### config.mk
export PLATFORM = sky130hd
export DESIGN_NAME = wiper_slave
export DESIGN_NICKNAME = d
export VERILOG_FILES = /design/src/shared/i2c_recov_pkg.sv /design/src/rtl/bus_sync.sv /design/src/rtl/wiper_slave.sv
export SDC_FILE = /design/constraint.sdc
export NUM_CORES = 1
export LEC_CHECK = 0
export BUFFER_PORTS_ARGS = -buffer_cell sky130_fd_sc_hd__buf_2
export CAP_MARGIN = 20
export CORE_AREA = 2 2 79 81
export DETAILED_ROUTE_END_ITERATION = 7
export DIE_AREA = 0 0 81 83
export PLACE_DENSITY = 0.78
export SETUP_SLACK_MARGIN = 0.5
export SYNTH_ARGS = -nofsm -noshare
export SYNTH_HDL_FRONTEND = slang
export SYNTH_SLANG_ARGS = --single-unit
### constraint.sdc
create_clock -name clk_i -period 3.1 [get_ports clk_i]
set_input_delay 0.31 -clock clk_i [delete_from_list [all_inputs] [get_ports clk_i]]
set_output_delay 0.31 -clock clk_i [all_outputs]
set_load 0.05 [all_outputs]
### src/shared/i2c_recov_pkg.sv
// constants, layouts and state type for the recovering serial wiper slave
package i2c_recov_pkg;
   // bus addressing
   localparam int ADDR_W = 7;
   localparam logic [6:0] GC_ADDR = 7'h00;   // broadcast address
   localparam logic [6:0] DEV_ADDR = 7'h2E;  // own address, value arbitrary
   // command byte layout: [7:4] location, [3:2] operation, [0] data bit 8
   localparam int CMD_MEM_HI = 7;
   localparam int CMD_MEM_LO = 4;
   localparam int CMD_OP_HI = 3;
   localparam int CMD_OP_LO = 2;
   localparam int CMD_D8 = 0;
   localparam logic [3:0] MEM_VOL = 4'h0;    // volatile wiper
   localparam logic [3:0] MEM_NV = 4'h2;     // nonvolatile wiper
   localparam logic [1:0] OP_WRITE = 2'h0;
   localparam logic [1:0] OP_INC = 2'h1;
   localparam logic [1:0] OP_DEC = 2'h2;
   // wiper range and reset
   localparam int WIPER_W = 9;
   localparam logic [8:0] WIPER_MAX = 9'h100;
   localparam logic [8:0] WIPER_MIN = 9'h000;
   localparam logic [8:0] WIPER_RST = 9'h080;
   localparam logic [8:0] WIPER_STEP = 9'h001;
   // bit and byte counting
   localparam logic [3:0] CNT_ZERO = 4'h0;
   localparam logic [3:0] CNT_STEP = 4'h1;
   localparam logic [3:0] BIT_LAST = 4'h8;   // byte complete, ack slot next
   localparam logic [3:0] TX_LAST = 4'h7;    // last transmitted bit index
   localparam logic [1:0] IDX_ADDR = 2'h0;
   localparam logic [1:0] IDX_CMD = 2'h1;
   localparam logic [1:0] IDX_DATA = 2'h2;
   // serial interface states
   typedef enum logic [2:0] {S_IDLE, S_RX, S_RX_ACK, S_TX, S_TX_ACK} slave_state_e;
endpackage

### src/rtl/bus_sync.sv
// pin synchroniser and bus event detector for clock and data lines
module bus_sync
(
   input wire logic clk_i,
   input wire logic rst_i,
   input wire logic scl_i,
   input wire logic sda_i,
   output logic scl_o,
   output logic sda_o,
   output logic scl_rise_o,
   output logic scl_fall_o,
   output logic start_o,
   output logic stop_o
);
   import i2c_recov_pkg::*;

   logic [2:0] scl_pipe; // meta, stable, delayed
   logic [2:0] sda_pipe; // meta, stable, delayed
   logic [2:0] next_scl_pipe;
   logic [2:0] next_sda_pipe;

   // shift both pins in; stage 0 is read only by stage 1
   always_comb
   begin
      next_scl_pipe = {scl_pipe[1:0], scl_i};
      next_sda_pipe = {sda_pipe[1:0], sda_i};
   end

   // register the pipes, lines idle high
   always_ff @(posedge clk_i)
   begin
      if (rst_i)
      begin
         scl_pipe <= 3'h7;
         sda_pipe <= 3'h7;
      end
      else
      begin
         scl_pipe <= next_scl_pipe;
         sda_pipe <= next_sda_pipe;
      end
   end

   // stable levels and edges, from stages 1 and 2 only
   assign scl_o = scl_pipe[1];
   assign sda_o = sda_pipe[1];
   assign scl_rise_o = scl_pipe[1] && !scl_pipe[2];
   assign scl_fall_o = !scl_pipe[1] && scl_pipe[2];
   // data falls while clock stays high
   assign start_o = scl_pipe[1] && scl_pipe[2] && sda_pipe[2] && !sda_pipe[1];
   // data rises while clock stays high
   assign stop_o = scl_pipe[1] && scl_pipe[2] && !sda_pipe[2] && sda_pipe[1];
endmodule

### src/rtl/wiper_slave.sv
// serial wiper slave with bus recovery and broadcast update
// Summary of operation
// - start while receiving restarts the interface
// - slave driving data low cannot see start
// - master nack after sent byte resets interface
// - stop after complete command commits nonvolatile write
// - stop ends sequence; idle until next start
// - broadcast address accepts increment, decrement, write
// - recovery leaves wiper and stored values alone
// - nonvolatile write only after full command, stop
module wiper_slave
(
   input wire logic clk_i,
   input wire logic rst_i,
   input wire logic scl_i,
   input wire logic sda_i,
   output logic sda_o,
   output logic sda_oe_o,
   output logic [i2c_recov_pkg::WIPER_W-1:0] wiper_o,
   output logic nv_write_o,
   output logic [i2c_recov_pkg::WIPER_W-1:0] nv_data_o
);
   import i2c_recov_pkg::*;

   logic sda; // synchronised data line
   logic scl_rise, scl_fall; // synchronised clock edges
   logic start, stop; // bus start and stop conditions

   slave_state_e state, next_state;
   logic [3:0] cnt, next_cnt;             // bit counter
   logic [7:0] shift, next_shift;         // byte shifter
   logic [1:0] byte_idx, next_idx;        // address, command or data byte
   logic rd, next_rd;                     // read transfer
   logic [3:0] mem, next_mem;             // addressed location
   logic [1:0] op, next_op;               // operation of command
   logic d8, next_d8;                     // data bit 8 from command
   logic [8:0] wiper, next_wiper;         // volatile wiper
   logic nv_pend, next_nv_pend;           // complete nonvolatile write waiting
   logic [8:0] nv_data, next_nv_data;     // stored copy, changes only on commit
   logic [8:0] nv_hold, next_nv_hold;     // complete write value waiting for stop
   logic nv_go, next_nv_go;               // one-cycle commit pulse
   logic drive, next_drive;               // pull data line low
   logic cmd_ok;                          // command byte decodes
   logic [8:0] wr_val;                    // assembled write value

   bus_sync u_sync
   (
      .clk_i(clk_i),
      .rst_i(rst_i),
      .scl_i(scl_i),
      .sda_i(sda_i),
      .scl_o(),
      .sda_o(sda),
      .scl_rise_o(scl_rise),
      .scl_fall_o(scl_fall),
      .start_o(start),
      .stop_o(stop)
   );

   // command legal: known location, no stepping of stored copy
   assign cmd_ok = (shift[CMD_MEM_HI:CMD_MEM_LO] == MEM_VOL
                    && shift[CMD_OP_HI:CMD_OP_LO] != 2'h3)
                   || (shift[CMD_MEM_HI:CMD_MEM_LO] == MEM_NV
                    && shift[CMD_OP_HI:CMD_OP_LO] == OP_WRITE);
   // data value clipped to full scale
   assign wr_val = ({d8, shift} > WIPER_MAX) ? WIPER_MAX : {d8, shift};

   // interface sequencing
   always_comb
   begin
      next_state = state;
      next_cnt = cnt;
      next_shift = shift;
      next_idx = byte_idx;
      next_rd = rd;
      next_mem = mem;
      next_op = op;
      next_d8 = d8;
      next_wiper = wiper;
      next_nv_pend = nv_pend;
      next_nv_data = nv_data;
      next_nv_hold = nv_hold;
      next_nv_go = 1'b0;
      next_drive = drive;
      if (stop)
      begin
         // stop ends activity, idle until next start
         next_state = S_IDLE;
         next_drive = 1'b0;
         // commit only a fully received command
         next_nv_go = nv_pend;
         next_nv_data = nv_pend ? nv_hold : nv_data;
         next_nv_pend = 1'b0;
      end
      else if (start)
      begin
         // restart: drop partial bytes, keep wiper values
         next_state = S_RX;
         next_cnt = CNT_ZERO;
         next_idx = IDX_ADDR;
         next_shift = 8'h00;
         next_nv_pend = 1'b0;
         next_drive = 1'b0;
      end
      else
      begin
         case (state)
            S_IDLE: next_drive = 1'b0; // bus activity ignored
            S_RX:
            begin
               if (scl_rise && cnt != BIT_LAST)
               begin
                  // sample one bit
                  next_shift = {shift[6:0], sda};
                  next_cnt = 4'(cnt + CNT_STEP);
               end
               else if (scl_fall && cnt == BIT_LAST)
               begin
                  // decide acknowledge for the byte
                  if (byte_idx == IDX_ADDR)
                  begin
                     if (shift[7:1] == DEV_ADDR
                         || (shift[7:1] == GC_ADDR && !shift[0]))
                     begin
                        next_rd = shift[0];
                        next_state = S_RX_ACK;
                        next_drive = 1'b1;
                     end
                     else
                        next_state = S_IDLE;
                  end
                  else if (byte_idx == IDX_CMD)
                  begin
                     if (cmd_ok)
                     begin
                        next_mem = shift[CMD_MEM_HI:CMD_MEM_LO];
                        next_op = shift[CMD_OP_HI:CMD_OP_LO];
                        next_d8 = shift[CMD_D8];
                        next_state = S_RX_ACK;
                        next_drive = 1'b1;
                     end
                     else
                        next_state = S_IDLE;
                  end
                  else
                  begin
                     // data byte always taken
                     next_state = S_RX_ACK;
                     next_drive = 1'b1;
                  end
               end
            end
            S_RX_ACK:
            begin
               // hold data low through the ack clock; no start visible
               if (scl_fall)
               begin
                  next_drive = 1'b0;
                  next_cnt = CNT_ZERO;
                  next_state = S_RX;
                  next_idx = IDX_CMD;
                  if (byte_idx == IDX_ADDR && rd)
                  begin
                     // first bit of read byte goes out now
                     next_state = S_TX;
                     next_shift = (mem == MEM_NV) ? nv_data[7:0] : wiper[7:0];
                     next_drive = (mem == MEM_NV) ? !nv_data[7] : !wiper[7];
                  end
                  else if (byte_idx == IDX_CMD && op == OP_WRITE)
                     next_idx = IDX_DATA;
                  else if (byte_idx == IDX_CMD)
                  begin
                     // step saturates at both ends
                     if (op == OP_INC && wiper < WIPER_MAX)
                        next_wiper = wiper + WIPER_STEP;
                     else if (op == OP_DEC && wiper > WIPER_MIN)
                        next_wiper = wiper - WIPER_STEP;
                  end
                  else if (byte_idx == IDX_DATA && mem == MEM_VOL)
                     next_wiper = wr_val;
                  else if (byte_idx == IDX_DATA)
                  begin
                     // value parked until stop; stored copy stays as read back
                     next_nv_pend = 1'b1;
                     next_nv_hold = wr_val;
                  end
               end
            end
            S_TX:
            begin
               if (scl_fall && cnt == TX_LAST)
               begin
                  // release for master ack
                  next_drive = 1'b0;
                  next_cnt = CNT_ZERO;
                  next_state = S_TX_ACK;
               end
               else if (scl_fall)
               begin
                  next_shift = {shift[6:0], 1'b0};
                  next_drive = !shift[6];
                  next_cnt = 4'(cnt + CNT_STEP);
               end
            end
            S_TX_ACK:
            begin
               if (scl_rise && sda)
                  next_state = S_IDLE; // master nack resets
               else if (scl_rise)
                  next_cnt = BIT_LAST;
               else if (scl_fall && cnt == BIT_LAST)
               begin
                  // acked: send next byte
                  next_state = S_TX;
                  next_cnt = CNT_ZERO;
                  next_shift = (mem == MEM_NV) ? nv_data[7:0] : wiper[7:0];
                  next_drive = (mem == MEM_NV) ? !nv_data[7] : !wiper[7];
               end
            end
            default: next_state = S_IDLE;
         endcase
      end
   end

   // register the interface state
   always_ff @(posedge clk_i)
   begin
      if (rst_i)
      begin
         state <= S_IDLE;
         cnt <= CNT_ZERO;
         shift <= 8'h00;
         byte_idx <= IDX_ADDR;
         rd <= 1'b0;
         mem <= MEM_VOL;
         op <= OP_WRITE;
         d8 <= 1'b0;
         wiper <= WIPER_RST;
         nv_pend <= 1'b0;
         nv_data <= WIPER_RST;
         nv_hold <= WIPER_RST;
         nv_go <= 1'b0;
         drive <= 1'b0;
      end
      else
      begin
         state <= next_state;
         cnt <= next_cnt;
         shift <= next_shift;
         byte_idx <= next_idx;
         rd <= next_rd;
         mem <= next_mem;
         op <= next_op;
         d8 <= next_d8;
         wiper <= next_wiper;
         nv_pend <= next_nv_pend;
         nv_data <= next_nv_data;
         nv_hold <= next_nv_hold;
         nv_go <= next_nv_go;
         drive <= next_drive;
      end
   end

   // outputs; data line only ever pulled low
   assign sda_o = 1'b0;
   assign sda_oe_o = drive;
   assign wiper_o = wiper;
   assign nv_write_o = nv_go;
   assign nv_data_o = nv_data;

   chk_start_restart: assert property (@(posedge clk_i) disable iff (rst_i)
      start && !stop |=> state == S_RX && cnt == CNT_ZERO && byte_idx == IDX_ADDR)
      else $error("start did not restart reception");
   chk_drive_phase: assert property (@(posedge clk_i) disable iff (rst_i)
      sda_oe_o |-> state == S_RX_ACK || state == S_TX)
      else $error("data driven outside ack or transmit");
   chk_nack_idle: assert property (@(posedge clk_i) disable iff (rst_i)
      state == S_TX_ACK && scl_rise && sda && !start && !stop |=> state == S_IDLE)
      else $error("nack did not reset interface");
   chk_idle_hold: assert property (@(posedge clk_i) disable iff (rst_i)
      state == S_IDLE && !start |=> state == S_IDLE && !sda_oe_o)
      else $error("idle left without start");
   chk_nv_stop: assert property (@(posedge clk_i) disable iff (rst_i)
      nv_write_o |-> $past(stop) && $past(nv_pend) ##1 !nv_write_o)
      else $error("nonvolatile write without stop");
   chk_start_cancel: assert property (@(posedge clk_i) disable iff (rst_i)
      start && !stop ##1 (!stop)[*2] |-> !nv_write_o && !nv_pend)
      else $error("pending write survived restart");
   chk_wiper_keep: assert property (@(posedge clk_i) disable iff (rst_i)
      start || stop |=> wiper == $past(wiper) && (nv_data == $past(nv_data) || nv_write_o))
      else $error("recovery changed wiper");
   chk_gc_ack: assert property (@(posedge clk_i) disable iff (rst_i)
      state == S_RX && scl_fall && cnt == BIT_LAST && byte_idx == IDX_ADDR
      && shift == 8'h00 && !start && !stop |=> state == S_RX_ACK && sda_oe_o)
      else $error("broadcast address not acknowledged");
endmodule

# --- Yosys cells after proc, flatten, opt, wreduce, memory -nomap -nowiden ---
# Cells that the tools add are included.
totals:
  ramBits: 0
  latch_bits: 0
  n_memories: 0
  reg_bits: 61
  out_inout_bits: 21
  rom_bits: 0
classes:
  muxes: 59
  n_reduce_logical: 56
  bitwise: 9
  mul: 0
  n_addsub: 3
  shifts: 0
  eq_ne: 44
  div_mod_pow: 0
  magnitude_cmp: 3
op_table:
  columns: ["operator", "n"]
  rows:
  - ["two-way mux 8 bit", 10]
  - ["two-way mux 9 bit", 5]
  - ["inequality test 3 bit, second input constant", 15]
  - ["AND reduction 7 bit", 5]
  - ["two-way mux 4 bit", 8]
  - ["case mux 8 bit (4 select lines)", 1]
  - ["two-way mux 3 bit", 9]
  - ["inequality test 4 bit, second input constant", 6]
  - ["AND reduction 10 bit", 2]
  - ["logical AND 1 bit", 19]
  - ["inequality test 2 bit, second input constant", 9]
  - ["two-way mux 2 bit", 8]
  - ["case mux 4 bit (4 select lines)", 1]
  - ["AND reduction 8 bit", 2]
  - ["two-way mux 1 bit", 15]
  - ["case mux 3 bit (5 select lines)", 1]
  - ["nonzero test 5 bit", 2]
  - ["adder 9 x 1 -> 9 bit, second input constant", 1]
  - ["> comparator 9 x 1 -> 1 bit, second input constant", 1]
  - ["> comparator 9 bit, second input constant", 1]
  - ["< comparator 9 bit, second input constant", 1]
  - ["NOT 1 bit", 9]
  - ["AND reduction 9 bit", 1]
  - ["subtractor 9 x 1 -> 9 bit, second input constant", 1]
  - ["23 further kinds", 41]

# --- Longest topological paths before layout ---
depth:
  depth_word: 10
  ltp_mapped: 10
  mapped_depth_nobuf: 9

# --- Cells and area by module ---
# From an unflattened synthesis, not the netlist that was laid out.
unflattened:
  cells_unflattened: 416
  hier_area_um2: 3392.0
modules_own_cells:
  columns: ["module", "area_per_inst_um2", "instances", "cells_per_inst"]
  rows:
  - ["wiper_slave", 3201.8, 1, 400]
  - ["bus_sync", 190.2, 1, 16]

# --- Worst setup path before layout ---
# No wires, ideal clock.
synth_path:
  path_kind: "flip-flop to flip-flop"
  start: "reg wiper[8] (netlist: wiper_o[8])"
  end: "reg wiper[8] (netlist: wiper_o[8])"
  stages_incl_launch_ff: 9
  path_buffers: 0
  setup_slack_ns: 0.407
  t_arrival_ns: 2.560
  required_time_ns: 2.967
  cell_sequence: "dfxtp_1 -> nand3b_1 -> fa_1 -> a21oi_1 -> nor2_1 -> a2111oi_0 -> a21oi_1 -> xnor2_1 -> o221ai_1"
synth_between:
  elab_chain_len: 4
synth_lines:
  columns: ["element", "line_no", "rtl"]
  rows:
  - ["from (decl)", "wiper_slave.sv:37", "logic [8:0] wiper, next_wiper;"]
  - ["from (signal assigned)", "wiper_slave.sv:255", "wiper <= next_wiper;"]
  - ["< comparator 9 bit, or another cell as far along", "wiper_slave.sv:174", "if (op == OP_INC && wiper < WIPER_MAX)"]
  - ["logical AND 1 bit, or another cell as far along", "wiper_slave.sv:174", null]
  - ["inequality test 3 x 1 -> 1 bit (no line) or two-way mux 9 bit (tied branches)", null, null]
  - ["AND reduction 8 bit (no line) or two-way mux 9 bit (tied branches)", null, null]
# Several ways; a longest one is shown, not always the timed one. The select of a mux whose other input is x is not followed.
# A chain may end at the register's enable or synchronous reset.

# --- Worst setup path in the final report ---
layout_path:
  start: "reg wiper[8] (netlist: wiper_o[8])"
  end: "reg wiper[7] (netlist: wiper_o[7])"
layout_between:
  elab_chain_len: 4
layout_lines:
  columns: ["element", "line_no"]
  rows:
  - ["< comparator 9 bit or > comparator 9 x 1 -> 1 bit (tied branches)", "wiper_slave.sv:174, wiper_slave.sv:176"]
  - ["logical AND 1 bit, on equally long branches", "wiper_slave.sv:174, wiper_slave.sv:176"]
  - ["inequality test 3 x 1 -> 1 bit (no line) or two-way mux 9 bit (tied branches)", null]
  - ["AND reduction 8 bit (no line) or two-way mux 9 bit (tied branches)", null]
# Several ways; a longest one is shown, not always the timed one.

==> impl_metrics.sql <==
INSERT INTO impl_metrics (metric_group, metric, value, unit) VALUES
('floorplan', 'core_area', '5820', 'µm²'),
('timing', 'maxSlewHeadroom', '56.2', '%'),
('floorplan', 'chipWidth', '81', 'µm'),
('timing', 'fin_skew', '0.00924', 'ns'),
('synthesis', 'post_synth_edffs', '0', ''),
('placement', 'detailed_place_hpwl', '5.65', 'mm'),
('layout', 'final-instance-count-excl-fill', '504', ''),
('detailed_routing', 'antenna_left', '0', ''),
('clocking', 'cts.htree.levels', '3', ''),
('timing', 'hold_violations', '0', ''),
('worst_setup_path', 'cp-end-kind', 'flip-flop', ''),
('floorplan', 'design.die.area', '6720', 'µm²'),
('detailed_routing', 'drt_pass1_iterations', '5', ''),
('power', 'power_per_cell_area', '425', 'nW/µm²'),
('timing', 'setup_repair_after_global_routing_missed_its_margin', 'false', ''),
('synthesis', 'synth_cells', '416', ''),
('synthesis', 'synth.cell_area', '3410', 'µm²'),
('synthesis', 'synth.top_cells.by_area', 'sky130_fd_sc_hd__dfxtp_1 36%, sky130_fd_sc_hd__a21oi_1 6.3%, sky130_fd_sc_hd__mux2i_1 5.9%', ''),
('synthesis', 'synth.lib_cells_used.distinct', '56', ''),
('timing', 'timing_worst_slew_pin_value', '0.658', 'ns'),
('synthesis', 'synth-warning-count', '0', ''),
('grt', 'gr-usage-all-layers', '26.0', '%'),
('grt', 'antenna_found_initial', '0', ''),
('layout', 'antenna-diode-count', '0', ''),
('worst_setup_path', 'crit_path_max_fanout', '5', ''),
('synthesis', 'synth-seq-cells', '61', ''),
('synthesis', 'synth_area_leader_cell', 'sky130_fd_sc_hd__dfxtp_1', ''),
('layout', 'finalCoreUtilization', '63.8', '%'),
('placement', 'gp_congestion', '0.930', ''),
('clocking', 'insertion_delay_of_the_later_clocked_pin_in_the_worst_skew_pair', '0.35', 'ns'),
('worst_setup_path', 'critPathKind', 'flip-flop to flip-flop', ''),
('power', 'power.total', '0.00158', 'W'),
('grt', 'grt_start_max_net_pins', '42', ''),
('timing', 'min_period', '2.42', 'ns'),
('placement', 'port_buffer_count', '23', ''),
('power', 'max-vdd-ir-drop', '0.297', 'mV'),
('detailed_routing', 'drt-total-wl', '8.22', 'mm'),
('status', 'outcome', 'finished, final reports clean', ''),
('worst_setup_path', 'worst_ep_arrival_time', '2.65', 'ns'),
('synthesis', 'postSynth.topFlopCell', 'sky130_fd_sc_hd__dfxtp_1', ''),
('layout', 'layout.filler_cells', '519', ''),
('timing', 'timing.setup.tns', '0', 'ns'),
('floorplan', 'core.rowCount', '28', ''),
('timing', 'final_min_period_over_clock_period', '78.2', '%'),
('detailed_routing', 'avgViaCountPerCell', '6.15', ''),
('timing', 'worst_hold_slack', '0.148', 'ns'),
('grt', 'grt.overflow.total', '0', ''),
('clocking', 'clock_sinks', '61', ''),
('layout', 'post_route_cells_drive_above_1_share', '14.5', '%'),
('floorplan', 'io_pins', '25', ''),
('worst_setup_path', 'worstPathRequired', '3.33', 'ns'),
('worst_setup_path', 'crit_startpoint', 'wiper_o[8]', ''),
('timing', 'timing.final.setup_violations', '0', ''),
('synthesis', 'synthesis.nets', '430', ''),
('flow_run', 'cap_violations', '0', ''),
('floorplan', 'start_util', '58.7', '%'),
('clocking', 'cts_made_buffers', '9', ''),
('worst_setup_path', 'crit_path_cell_trace', 'nand3b_1, ha_1, a211oi_1, o21bai_1, a31oi_1, mux2i_1, a21oi_1, a211o_1', ''),
('floorplan', 'die_y', '83', 'µm'),
('grt', 'wire_length_of_the_first_global_routing_pass', '13.6', 'mm'),
('clocking', 'root_buffer_cell', 'sky130_fd_sc_hd__clkbuf_8', ''),
('timing', 'maxSlewViolCount', '0', ''),
('placement', 'placed_cells', '489', ''),
('power', 'total_leakage_power', '1.40', 'nW'),
('synthesis', 'synthTopCellsByCount', '61 x sky130_fd_sc_hd__dfxtp_1, 51 x sky130_fd_sc_hd__nor2_1, 43 x sky130_fd_sc_hd__a21oi_1', ''),
('synthesis', 'synth_area_per_cell', '8.20', 'µm²'),
('synthesis', 'async_reset_ff_share', '0', '%'),
('clocking', 'max-clock-path-buffers', '2', ''),
('detailed_routing', 'dr_total_vias', '3099', ''),
('clocking', 'tritoncts_clock_tree', 'yes', ''),
('worst_setup_path', 'rr_startpoint', 'wiper_o[8]', '');
==> registers in the layout (all words and copies together), names as in the netlist, 2 cells and up <==
register,cells
nv_data_o,9
nv_hold,9
wiper_o,9
shift,8
cnt,4
mem,4
state,3
u_sync.scl_pipe,3
u_sync.sda_pipe,3
byte_idx,2
op,2
==> layout make-up <==
cell class | instances | area (µm²) | area share (%)
multi-input combinational | 316 | 2010 | 54.2
sequential | 61 | 1220 | 33.0
timing repair buffer | 29 | 160 | 4.32
clock buffer | 10 | 138 | 3.71
tap | 75 | 93.8 | 2.53
clock inverter | 4 | 50.0 | 1.35
inverter | 9 | 33.8 | 0.911
==> through the flow <==
stage | setup WS, ns | area (µm²)
finish | 0.677 | 3710
global route | 0.534 | 3710
CTS | 0.544 | 3710
detailed placement | 0.404 | 3510
global placement | 0.550 | 3510
floorplan | 0.505 | 3410
==> cells in the final DEF (no fill, tap or decap), drive strengths merged, types with 9 or more instances in the layout <==
cell type	n
buf	29
nor3b	13
a211oi	11
inv	9
dfxtp	61
clkbuf	10
a21oi	43
ha	9
mux2i	20
nor2	51
nand2	42
nand2b	9
==> metal layers <==
metal / track usage [%] / part of all wire (%)
met4: 13.9 / 3.2
met2: 40.2 / 48
met3: 6.41 / 6.7
met5: 0 / 0
met1: 33.0 / 43
==> where the power goes <==
group	leakage [nW]	internal [W]	total, W	switching (W)
Combinational	0.812	0.0000281	0.0000770	0.0000490
Sequential	0.493	0.000791	0.000802	0.0000109
Clock	0.0902	0.000382	0.000699	0.000316
Total	1.40	0.00120	0.00158	0.000376
==> cell families (layout without fill, tap and decap cells) <==
logic type | Yosys count | count (layout) | synth area share, %
simple gates | 173 | 173 | 26.2
compound gates | 102 | 102 | 19.8
flops | 61 | 61 | 35.8
buf+inv | 39 | 52 | 5.65
mux | 21 | 21 | 6.20
fa+ha+maj | 11 | 11 | 4.18
xor+xnor | 8 | 8 | 2.05
other cells | 1 | 1 | 0.110
==> path summary, 6_finish.rpt <==
kind	endpoint	depth (start not counted)
min reg2reg	u_sync.scl_pipe[1]	1
min	u_sync.scl_pipe[0]	2
max reg2reg	wiper_o[7]	8
max	wiper_o[7]	8
==> critical path, delay by kind of cell (launching register included) <==
| family | cells | cell delay, ns |
|---|---|---|
| AOI/OAI and AO/OA | 5 | 1.12 |
| DFF | 1 | 0.35 |
| adders and majority gates | 1 | 0.35 |
| and+or+nand+nor | 1 | 0.28 |
| muxes | 1 | 0.21 |
==> timing repair <==
| item | 4_1_cts | 5_1_grt |
|---|---|---|
| buffers inserted | 1 | 0 |
| setup endpoints to repair | 3 | 16 |
| gates resized for setup | 1 | 3 |
| gates cloned | 0 | 0 |
| pin swaps | 0 | 0 |
Power figures use the tool's default switching activity.
